`config.mk`:
```
export PLATFORM = sky130hd
export DESIGN_NAME = flc_dev_flat
export DESIGN_NICKNAME = d
export VERILOG_FILES = /design/src/flc_pkg.sv /design/src/flc_if.sv /design/src/flc_dev.sv /design/src/flat_wrapper.sv
export VERILOG_INCLUDE_DIRS = /design/src
export SDC_FILE = /design/constraint.sdc
export NUM_CORES = 1
export LEC_CHECK = 0
export BUFFER_PORTS_ARGS = -buffer_cell sky130_fd_sc_hd__buf_2
export CORE_UTILIZATION = 40
export CTS_CLUSTER_DIAMETER = 150
export DETAILED_ROUTE_END_ITERATION = 10
export REMOVE_ABC_BUFFERS = 1
export SYNTH_ARGS = -nofsm -noshare
export SYNTH_HDL_FRONTEND = slang
export SYNTH_SLANG_ARGS = --single-unit
export TNS_END_PERCENT = 20
```
`constraint.sdc`:
```
create_clock -name clock_i -period 3.1 [get_ports clock_i]
set_input_delay 0.465 -clock clock_i [delete_from_list [all_inputs] [get_ports clock_i]]
set_output_delay 0.465 -clock clock_i [all_outputs]
set_load 0.05 [all_outputs]
```
`src/flc_consts.svh`:
```
/*
 Offsets, field positions, reset values and key codes of the flash control block.
 Assumes it is included by bare name from the package and the two ends.
// Function
// - Illegal flash or register access sets violation flag
// - Enabled violation flag raises non-maskable request
// - Violation flag stays set until software clears
// - Wrong key sets key flag, requests reset
// - Upper byte reads 96h; writes need A5h
// - Block write needs write enable also set
// - Emergency exit clears mode register write/erase bits
// - Mass-erase and erase bits encode erase type
// - Reserved bits always read as zero
// - Source field picks auxiliary, main, sub-main clock
// - Divider field divides clock by value plus one
// - Lock during write or erase never aborts
// - Lock in block wait ends block mode
// - Wait bit shows readiness for next block word
// - Busy bit mirrors timing generator activity
// - Key flag stays set until software clears
// - Clock register write while busy is violation
// - Flash write without write enable is violation
// - Emergency exit stops operation, returns to read
// - Mode register write while operating is violation
*/
`ifndef FLC_CONSTS_SVH
`define FLC_CONSTS_SVH
`define FLC_ADDR_IRQ_EN   16'h0000
`define FLC_ADDR_MODE     16'h0128
`define FLC_ADDR_CLOCK    16'h012A
`define FLC_ADDR_STATUS   16'h012C
`define FLC_KEY_WRITE     8'hA5
`define FLC_KEY_READ      8'h96
`define FLC_RST_MODE      16'h9600
`define FLC_RST_CLOCK     16'h9642
`define FLC_RST_STATUS    16'h9618
`define FLC_LOOP_OPCODE   16'h3FFF
`define FLC_B_BLK         7
`define FLC_B_WRITE_EN    6
`define FLC_B_MASS_ERASE  2
`define FLC_B_ERASE       1
`define FLC_B_EXIT        5
`define FLC_B_LOCK        4
`define FLC_B_WAIT        3
`define FLC_B_ACCV        2
`define FLC_B_KEY_FLAG    1
`define FLC_B_BUSY        0
`define FLC_B_ACCV_IRQ_EN 5
`define FLC_APB_ADDR      12'h000
`define FLC_APB_WDATA     12'h004
`define FLC_APB_CMD       12'h008
`define FLC_APB_STATUS    12'h00C
`define FLC_APB_RDATA     12'h010
`endif

```
`src/flc_pkg.sv`:
```
/*
 Types shared by the two ends of the flash control block.
 Assumes flc_consts.svh is on the include path.
*/
package flc_pkg;
   `include "flc_consts.svh"

   typedef enum logic [1:0] {
      FLC_IDLE = 2'b01,
      FLC_WAIT = 2'b10
   } flc_host_st_e;

   typedef struct packed {
      logic        blk;
      logic        write_enable_bit;
      logic        mass_erase_bit;
      logic        erase;
      logic [1:0]  clk_src;
      logic [5:0]  clk_div;
      logic        emergency_exit_bit;
      logic        lock;
      logic        accv;
      logic        key_violation_flag;
      logic [7:0]  interrupt_enable_one;
      logic        ack;
      logic [15:0] rdata;
      logic        power_up_clear_reset;
      logic        nmi;
      logic        abort;
      logic        blk_end;
      logic        blk_on;
      logic        write_on;
      logic [1:0]  erase_type;
      logic [2:0]  clk_sel;
      logic [6:0]  divisor;
   } flc_dev_s;

   typedef struct packed {
      flc_host_st_e st;
      logic [15:0]  addr;
      logic [15:0]  wdata;
      logic [15:0]  rdata;
      logic         done;
      logic         req;
      logic         we;
      logic         mem;
      logic         pready;
      logic [31:0]  prdata;
   } flc_host_s;
endpackage

```
`src/flc_if.sv`:
```
/*
 Word access link between the processor-side end and the flash control registers.
 Assumes both ends share one clock; req is a one-cycle pulse, ack follows one cycle later.
*/
`timescale 1ns/1ps
interface flc_if;
   logic        req;   // One-cycle access request.
   logic        we;    // High for a write.
   logic        mem;   // High for a flash location, low for a register.
   logic [15:0] addr;  // Byte address.
   logic [15:0] wdata; // Write word.
   logic        ack;   // One-cycle answer.
   logic [15:0] rdata; // Read word, valid with ack.

   modport dev  (input req, we, mem, addr, wdata, output ack, rdata);
   modport host (output req, we, mem, addr, wdata, input ack, rdata);
endinterface

```
`src/flc_dev.sv`:
```
/*
 Flash controller control and status registers with key checking and violation flags.
 Assumes a timing generator on the same clock supplies busy and wait levels.
*/
`timescale 1ns/1ps
`include "flc_consts.svh"
module flc_dev
   import flc_pkg::*;
(
   // Clock and reset.
   input  wire logic       clock_i,
   input  wire logic       srst_i,
   // Register and flash access link.
   flc_if.dev              bus,
   // Timing generator status.
   input  wire logic       busy_i,
   input  wire logic       wait_i,
   // Mode and clock outputs.
   output logic            blk_on_o,
   output logic            write_on_o,
   output logic [1:0]      erase_type_o,
   output logic            lock_o,
   output logic [2:0]      clk_sel_o,
   output logic [6:0]      divisor_o,
   // Events and requests.
   output logic            abort_o,
   output logic            blk_end_o,
   output logic            power_up_clear_reset_o,
   output logic            nmi_o
);
   flc_dev_s q;
   flc_dev_s next_q;
   logic     wr_reg;
   logic     key_ok;
   logic     accv_set;
   logic     mode_busy;
   logic     is_ctl;

   // Decode, key check, violations and register update.
   always_comb
   begin
      next_q = q;
      next_q.ack = 1'b0;
      next_q.power_up_clear_reset = 1'b0;
      next_q.abort = 1'b0;
      next_q.blk_end = 1'b0;
      accv_set = 1'b0;
      wr_reg = bus.req & bus.we & ~bus.mem;
      key_ok = (bus.wdata[15:8] == `FLC_KEY_WRITE);
      // A block write that waits for its next word is the only busy time that allows flash accesses and mode register writes.
      mode_busy = busy_i & ~(q.blk & wait_i);
      is_ctl = (bus.addr == `FLC_ADDR_MODE) | (bus.addr == `FLC_ADDR_CLOCK) | (bus.addr == `FLC_ADDR_STATUS);
      // Flash location accesses while unsafe.
      if (bus.req & bus.mem)
      begin
         if (bus.we & ~q.write_enable_bit)
         begin
            accv_set = 1'b1;
         end
         else if (mode_busy)
         begin
            accv_set = 1'b1;
         end
      end
      // A wrong key drops the write and asks for a system reset; the interrupt enable needs no key.
      if (wr_reg & is_ctl & ~key_ok)
      begin
         next_q.key_violation_flag = 1'b1;
         next_q.power_up_clear_reset = 1'b1;
      end
      else if (wr_reg)
      begin
         case (bus.addr)
            `FLC_ADDR_MODE:
            begin
               if (mode_busy)
               begin
                  accv_set = 1'b1;
               end
               else
               begin
                  next_q.blk = bus.wdata[`FLC_B_BLK];
                  next_q.write_enable_bit = bus.wdata[`FLC_B_WRITE_EN];
                  next_q.mass_erase_bit = bus.wdata[`FLC_B_MASS_ERASE];
                  next_q.erase = bus.wdata[`FLC_B_ERASE];
               end
            end
            `FLC_ADDR_CLOCK:
            begin
               if (busy_i)
               begin
                  accv_set = 1'b1;
               end
               else
               begin
                  next_q.clk_src = bus.wdata[7:6];
                  next_q.clk_div = bus.wdata[5:0];
               end
            end
            `FLC_ADDR_STATUS:
            begin
               // Busy and wait are timing generator levels and ignore the written value.
               next_q.emergency_exit_bit = bus.wdata[`FLC_B_EXIT];
               // Lock only gates new operations; a running write or erase is left alone.
               next_q.lock = bus.wdata[`FLC_B_LOCK];
               next_q.accv = bus.wdata[`FLC_B_ACCV];
               next_q.key_violation_flag = bus.wdata[`FLC_B_KEY_FLAG];
            end
            `FLC_ADDR_IRQ_EN:
            begin
               next_q.interrupt_enable_one = bus.wdata[7:0];
            end
            default:
            begin
               next_q.interrupt_enable_one = q.interrupt_enable_one;
            end
         endcase
      end
      // A new violation wins over a clear in the same cycle.
      next_q.accv = next_q.accv | accv_set;
      // Lock raised while a block write waits ends block mode; other operations run on.
      if (next_q.lock & ~q.lock & q.blk & wait_i)
      begin
         next_q.blk = 1'b0;
         next_q.blk_end = 1'b1;
      end
      // Emergency exit clears the mode bits and stops the timing generator.
      if (next_q.emergency_exit_bit)
      begin
         next_q.blk = 1'b0;
         next_q.write_enable_bit = 1'b0;
         next_q.mass_erase_bit = 1'b0;
         next_q.erase = 1'b0;
         // The abort pulse marks only the rise, so a held exit stops the generator once.
         next_q.abort = ~q.emergency_exit_bit;
      end
      // Read answer.
      if (bus.req)
      begin
         next_q.ack = 1'b1;
         if (bus.mem)
         begin
            // Flash reads during an operation see the loop opcode that parks the processor.
            next_q.rdata = busy_i ? `FLC_LOOP_OPCODE : 16'h0000;
         end
         else
         begin
            case (bus.addr)
               `FLC_ADDR_MODE:
                  next_q.rdata = {`FLC_KEY_READ, q.blk, q.write_enable_bit, 3'b000,
                                  q.mass_erase_bit, q.erase, 1'b0};
               `FLC_ADDR_CLOCK:
                  next_q.rdata = {`FLC_KEY_READ, q.clk_src, q.clk_div};
               `FLC_ADDR_STATUS:
                  next_q.rdata = {`FLC_KEY_READ, 2'b00, q.emergency_exit_bit, q.lock, wait_i, q.accv,
                                  q.key_violation_flag, busy_i};
               `FLC_ADDR_IRQ_EN:
                  next_q.rdata = {8'h00, q.interrupt_enable_one};
               default:
                  next_q.rdata = 16'h0000;
            endcase
         end
      end
      // Derived outputs.
      next_q.blk_on = next_q.blk & next_q.write_enable_bit;
      next_q.write_on = next_q.write_enable_bit;
      next_q.erase_type = {next_q.mass_erase_bit, next_q.erase};
      // Both upper source codes pick the sub-main clock.
      case (next_q.clk_src)
         2'b00:   next_q.clk_sel = 3'b001;
         2'b01:   next_q.clk_sel = 3'b010;
         default: next_q.clk_sel = 3'b100;
      endcase
      // The divisor reaches 64, so it needs one bit more than the field.
      next_q.divisor = {1'b0, next_q.clk_div} + 7'h01;
      next_q.nmi = next_q.accv & next_q.interrupt_enable_one[`FLC_B_ACCV_IRQ_EN];
   end

   // State register with reset values.
   always_ff @(posedge clock_i)
   begin
      if (srst_i)
      begin
         q <= '0;
         q.clk_src <= 2'b01;
         q.clk_div <= 6'h02;
         q.clk_sel <= 3'b010;
         q.divisor <= 7'h03;
         q.lock <= 1'b1;
      end
      else
      begin
         q <= next_q;
      end
   end

   // Outputs straight from the state register.
   assign bus.ack = q.ack;
   assign bus.rdata = q.rdata;
   assign blk_on_o = q.blk_on;
   assign write_on_o = q.write_on;
   assign erase_type_o = q.erase_type;
   assign lock_o = q.lock;
   assign clk_sel_o = q.clk_sel;
   assign divisor_o = q.divisor;
   assign abort_o = q.abort;
   assign blk_end_o = q.blk_end;
   assign power_up_clear_reset_o = q.power_up_clear_reset;
   assign nmi_o = q.nmi;
endmodule

```
`src/flat_wrapper.sv`:
```
// flat-port wrapper written by rule: the top's interface ports become plain ports
module flc_dev_flat import flc_pkg::*;
  (clock_i, srst_i, busy_i, wait_i, blk_on_o, write_on_o, erase_type_o, lock_o, clk_sel_o, divisor_o, abort_o, blk_end_o, power_up_clear_reset_o, nmi_o, bus_req, bus_we, bus_mem, bus_addr, bus_wdata, bus_ack, bus_rdata);
  flc_if bus_i ();
  input  wire logic clock_i;
  input  wire logic srst_i;
  input  wire logic busy_i;
  input  wire logic wait_i;
  output logic blk_on_o;
  output logic write_on_o;
  output logic [1:0] erase_type_o;
  output logic lock_o;
  output logic [2:0] clk_sel_o;
  output logic [6:0] divisor_o;
  output logic abort_o;
  output logic blk_end_o;
  output logic power_up_clear_reset_o;
  output logic nmi_o;
  input wire logic [$bits(bus_i.req)-1:0] bus_req;
  input wire logic [$bits(bus_i.we)-1:0] bus_we;
  input wire logic [$bits(bus_i.mem)-1:0] bus_mem;
  input wire logic [$bits(bus_i.addr)-1:0] bus_addr;
  input wire logic [$bits(bus_i.wdata)-1:0] bus_wdata;
  output wire logic [$bits(bus_i.ack)-1:0] bus_ack;
  output wire logic [$bits(bus_i.rdata)-1:0] bus_rdata;
  assign bus_i.req = bus_req;
  assign bus_i.we = bus_we;
  assign bus_i.mem = bus_mem;
  assign bus_i.addr = bus_addr;
  assign bus_i.wdata = bus_wdata;
  assign bus_ack = bus_i.ack;
  assign bus_rdata = bus_i.rdata;
  flc_dev u_core (.clock_i(clock_i), .srst_i(srst_i), .bus(bus_i), .busy_i(busy_i), .wait_i(wait_i), .blk_on_o(blk_on_o), .write_on_o(write_on_o), .erase_type_o(erase_type_o), .lock_o(lock_o), .clk_sel_o(clk_sel_o), .divisor_o(divisor_o), .abort_o(abort_o), .blk_end_o(blk_end_o), .power_up_clear_reset_o(power_up_clear_reset_o), .nmi_o(nmi_o));
endmodule
```
# [Yosys cells after proc, flatten, opt, wreduce, memory -nomap -nowiden]
# Cells that the tools add are included.
[totals] elab_cells=86 in_bits=39 output_inout_bits=36 reg_bits=58
[op_classes] mux=27 reduce_logical=7 bitwise=24 add_sub_neg=1 n_eq_ne=5
[op_table] op="case mux 16 bit (4 select lines)" count=1
[op_table] op="== test 16 x 9 -> 1 bit (second input constant)" count=3
[op_table] op="two-way mux 24 bit" count=1
[op_table] op="two-way mux 8 bit" count=3
[op_table] op="two-way mux 17 bit" count=1
[op_table] op="logical NOT 16 bit" count=1
[op_table] op="two-way mux 16 bit" count=1
[op_table] op="two-way mux 4 bit" count=4
[op_table] op="two-way mux 15 bit" count=1
[op_table] op="two-way mux 14 bit" count=1
[op_table] op="bitwise AND 1 bit" count=13
[op_table] op="two-way mux 1 bit" count=11
[op_table] op="== test 8 bit (second input constant)" count=1
[op_table] op="inverter 1 bit" count=8
[op_table] op="adder 6 x 1 -> 7 bit (second input constant)" count=1
[op_table] op="two-way mux 6 bit" count=1
[op_table] op="case mux 3 bit (2 select lines)" count=1
[op_table] op="nonzero test 2 bit" count=2
[op_table] op="bitwise OR 1 bit" count=3
[op_table] op="AND reduction 3 bit" count=1
[op_table] op="== test 2 x 1 -> 1 bit (second input constant)" count=1
[op_table] op="logical NOT 2 bit" count=1
[op_table] op="case mux 1 bit (2 select lines)" count=1
[op_table] op="AND reduction 2 bit" count=1
[op_table] op="OR reduction 2 bit" count=1

# [Longest topological paths before layout]
[depth] depth_word=13 ltp_mapped=12 ltp_nobuf=10

# [Least setup slack after synthesis]
# OpenSTA, ideal clock, no wires.
[synth_path] path_type="in2reg" startpoint="input bus_addr[9]" endpoint="register u_core.q (netlist bit u_core.divisor_o[4])" t_arrival_ns=2.728 required_ns=3.014 stages=9 slack_ns=0.286 n_path_buf=0 setup_time_ns=0.086 cell_sequence="or4_4 > nor4_4 > nand3_2 > mux2_4 > ha_1 > and3_1 > xnor2_1 > nor2_1 > a211oi_1"
[synth_rtl] item="from (decl)" line_no="flat_wrapper.sv:22" source="input wire logic [$bits(bus_i.addr)-1:0] bus_addr;"
[synth_rtl] item="to (signal assigned)" line_no="flc_dev.sv:193" source="q <= next_q;"
[synth_rtl] item="to (decl)" line_no="flc_dev.sv:31" source="flc_dev_s q;"

==> impl_summary.log <==
INFO  metric post_route_cells_drive_above_1_share = 0.321
INFO  metric grt_first_pass_wirelength = 11.4 mm
INFO  metric power_per_cell_area = roughly 410 mW/mm^2
INFO  metric final-setup-viol-count = 0
INFO  metric ys_async_sr_fraction = 0
INFO  metric routabilityCongestion = approximately 0.86
INFO  metric finalMaxSlewViolations = 0
INFO  metric max_slew_margin = 0.565
INFO  metric detail-route-antenna-nets = 0
INFO  metric status = finished with violations
INFO  metric routed_wl = 6.89 mm
INFO  metric final.setup_skew = 0.0126 ns
INFO  metric synth_enable_flop_cells = 0
INFO  metric yosys_register_bits = 51
INFO  metric worstPathRequired = 3.32 ns
INFO  metric finalCriticalPeriod = ~2.6 ns
INFO  metric global_route.usage.total = 0.204
INFO  metric worst_path_max_delay_cell = sky130_fd_sc_hd__or4_4
INFO  metric synth_area_leaders = sky130_fd_sc_hd__dfxtp_1, sky130_fd_sc_hd__buf_4, sky130_fd_sc_hd__a21oi_1
INFO  metric cts.sink_count = 51
INFO  metric failing_checks = design-rule violations
INFO  metric pin_count = 75
INFO  metric place_inst = 427
INFO  metric place_hpwl = 5.35 mm
INFO  metric detail_route.wl_per_cell = between 15 and 20 um
INFO  metric cp_top_family = simple AND/OR/NAND/NOR gates
INFO  metric vdd_ir_drop_max = 0.201 mV
INFO  metric worst_pin_slew = 0.651 ns
INFO  metric number_of_antenna_violations_at_the_first_check_in_global_routing = 0
INFO  metric post-route-drc-count = 10
INFO  metric grt_start_max_net_pins = 23
INFO  metric min_period_over_period = 0.825
INFO  metric antenna_cells = 0
INFO  metric post-synth-top-area-fraction = 0.380
INFO  metric clkTransAtPathRegs = 0.10 ns
INFO  metric hold_viol_final = 0
INFO  metric post_route_non_filler_standard_cell_count = 435
INFO  metric syn_avg_cell_area = about 8.7 sq um
INFO  metric critical_path.max_fanout = 4
INFO  metric floorplan.initialDensity = 0.419
INFO  metric avgViaCountPerCell = 5.60
INFO  metric fillerInstances = 672
INFO  metric vias = roughly 2400
INFO  metric netlist_instances = slightly above 300
INFO  metric clk_latency = 0.31 ns
INFO  metric worstPathArrival = between 2 and 3 ns
INFO  metric crit_chain = buf_2, or4_4, nor4_4, nand3_2, mux2_4, ha_1, and3_1, xnor2_1, nor2_1, a211oi_1
INFO  metric hp_class = in2reg
INFO  metric synth.top_cells.by_count = sky130_fd_sc_hd__dfxtp_1, sky130_fd_sc_hd__nor2_1, sky130_fd_sc_hd__buf_4
INFO  metric cp-end-kind = flop
INFO  metric die_height = 84.0 um
INFO  metric first_pass_iters = 7
INFO  metric fp-row-count = 29
INFO  metric grt_pass1_vias = 2234
INFO  metric post_synth_num_cell_types = 57
INFO  metric synthToLayoutAreaGrowth = 13.5%
INFO  metric cts_buffer_depth = 2
INFO  metric worst_setup_path_start_kind = primary input
INFO  metric tritoncts = done
INFO  metric cts_made_buffers = 5
INFO  metric max_clock_freq = ~400 MHz
INFO  metric design.core.area = 0.00642 sq mm
INFO  metric critPathBufInv = 1
INFO  metric die_w = roughly 84 um
INFO  metric synth.most_common_cell = sky130_fd_sc_hd__dfxtp_1
INFO  metric worst_path_largest_cell_delay = 0.55 ns
INFO  metric postCtsSetupRepairBufs = 0
INFO  metric ys.warnings.count = 0
INFO  metric gr-total-overflow = 0
INFO  metric grt_setup_unrepaired = no
INFO  metric accumulated_negative_setup_slack = 0 ns
INFO  metric cts_hold_buffers = 0
INFO  metric static-leakage-power = 1.27 nW
INFO  metric cts.root.buffer_cell = sky130_fd_sc_hd__clkbuf_8
INFO  metric initialDrtViolationCount = 123
INFO  metric cts_repair_resize_count = 0
INFO  metric synth_largest_area_cell = sky130_fd_sc_hd__dfxtp_1
INFO  metric ctsHtreeMaxLevel = 2
INFO  metric critical_path_class = in2reg
INFO  metric max_cap_violations = 0
INFO  metric input_output_buffers = 73
INFO  metric die_area = 0.00706 sq mm
INFO  metric synth_seq_area_share = 0.380
INFO  metric finish.net_count = 397
INFO  metric syn_area = around 0.0027 sq mm
INFO  metric synth_flop_cell = sky130_fd_sc_hd__dfxtp_1
-- kinds of logic after synthesis --
logic type	share of synthesized area
AO/OA/AOI/OAI	0.157
XOR/XNOR	0.0195
adder cells (fa/ha/maj)	0.00465
buffers and inverters	0.108
flip-flops	0.380
multiplexers	0.0605
other	0.00139
AND/OR/NAND/NOR	0.269
-- final timing paths --
path,startpoint,end,slack (ns),depth (start not counted)
min,bus_wdata[7],u_core.q[58]$_SDFF_PP0_,0.45,3
max reg2reg,u_core.q[58]$_SDFF_PP0_,u_core.q[56]$_SDFFE_PP0P_,1.11,5
max,bus_addr[9],u_core.divisor_o[4]$_SDFF_PP0_,0.54,10
min reg2reg,u_core.bus.rdata[3]$_SDFFE_PP0P_,u_core.bus.rdata[3]$_SDFFE_PP0P_,0.49,2
-- tightest hold or removal path: cells and delay by family --
family,cells,cell delay [ns]
buf+inv,1,0.14
compound gates,1,0.05
simple gates,1,0.06
-- registers in the layout (all words and copies together), names as in the netlist --
| signal | cells |
|---|---|
| u_core.q | 21 |
| u_core.bus.rdata | 11 |
| u_core.divisor_o | 7 |
| u_core.clk_sel_o | 3 |
| u_core.abort_o | 1 |
| u_core.blk_end_o | 1 |
| u_core.blk_on_o | 1 |
| u_core.bus.ack | 1 |
| u_core.erase_type_o | 1 |
| u_core.lock_o | 1 |
| u_core.nmi_o | 1 |
| u_core.power_up_clear_reset_o | 1 |
| u_core.write_on_o | 1 |
-- placed cells by master, fill, tap and decap left out, types with 3 or more instances in the layout --
master / instances
sky130_fd_sc_hd__nor3_1: 13
sky130_fd_sc_hd__dfxtp_1: 51
sky130_fd_sc_hd__a211oi_1: 6
sky130_fd_sc_hd__or2_2: 3
sky130_fd_sc_hd__mux2_2: 3
sky130_fd_sc_hd__buf_2: 73
sky130_fd_sc_hd__nand4_1: 6
sky130_fd_sc_hd__xnor2_1: 4
sky130_fd_sc_hd__nand3_1: 10
sky130_fd_sc_hd__nand3b_1: 3
sky130_fd_sc_hd__a21oi_1: 23
sky130_fd_sc_hd__inv_1: 5
sky130_fd_sc_hd__mux2i_1: 10
sky130_fd_sc_hd__a221oi_1: 3
sky130_fd_sc_hd__and3_1: 10
sky130_fd_sc_hd__nor2b_1: 3
sky130_fd_sc_hd__a22oi_1: 6
sky130_fd_sc_hd__clkbuf_8: 6
sky130_fd_sc_hd__buf_4: 10
sky130_fd_sc_hd__nor2_1: 30
sky130_fd_sc_hd__nand2_1: 23
sky130_fd_sc_hd__o21ai_0: 8
-- metrics by stage --
stage | utilization | hold slack, ns | instance area (sq um) | total power, W | worst slack, ns
finish | 0.475 | 0.448 | 3050 | 0.00124 | 0.542
global route | 0.475 | 0.444 | 3050 | 0.00129 | 0.393
CTS | 0.475 | 0.436 | 3050 | 0.00125 | 0.548
detailed placement | 0.460 | 0.481 | 2950 | 0.000844 | 0.227
global placement | 0.460 | 0.474 | 2950 | 0.000842 | 0.259
floorplan | - | 0.461 | 2420 | 0.000766 | 0.132
-- report_power, final --
group	switching (W)	internal (W)
clock network	0.000228	0.000183
registers	0.00000420	0.000663
logic	0.000110	0.0000516
total	0.000342	0.000897
-- routing by layer --
metal | routed length (um) | up-vias | share of wire | track usage
met1 | 3210 | 1156 | 0.47 | 0.268
met3 | 371 | 10 | 0.054 | 0.0406
met2 | 3200 | 83 | 0.46 | 0.333
met4 | 109 | 0 | 0.016 | 0.0658
li1 | - | 1185 | - | -
met5 | 0 | - | 0 | 0
-- layout make-up --
type | instances | area [sq um] | area share
multi-input combinational | 211 | 1380 | 0.451
sequential | 51 | 1020 | 0.334
timing repair buffer | 83 | 440 | 0.144
tap | 77 | 96.3 | 0.0316
clock buffer | 6 | 82.6 | 0.0270
inverter | 5 | 18.8 | 0.00615
clock inverter | 2 | 16.3 | 0.00533
No activity file was read; power rests on OpenSTA's default activity.
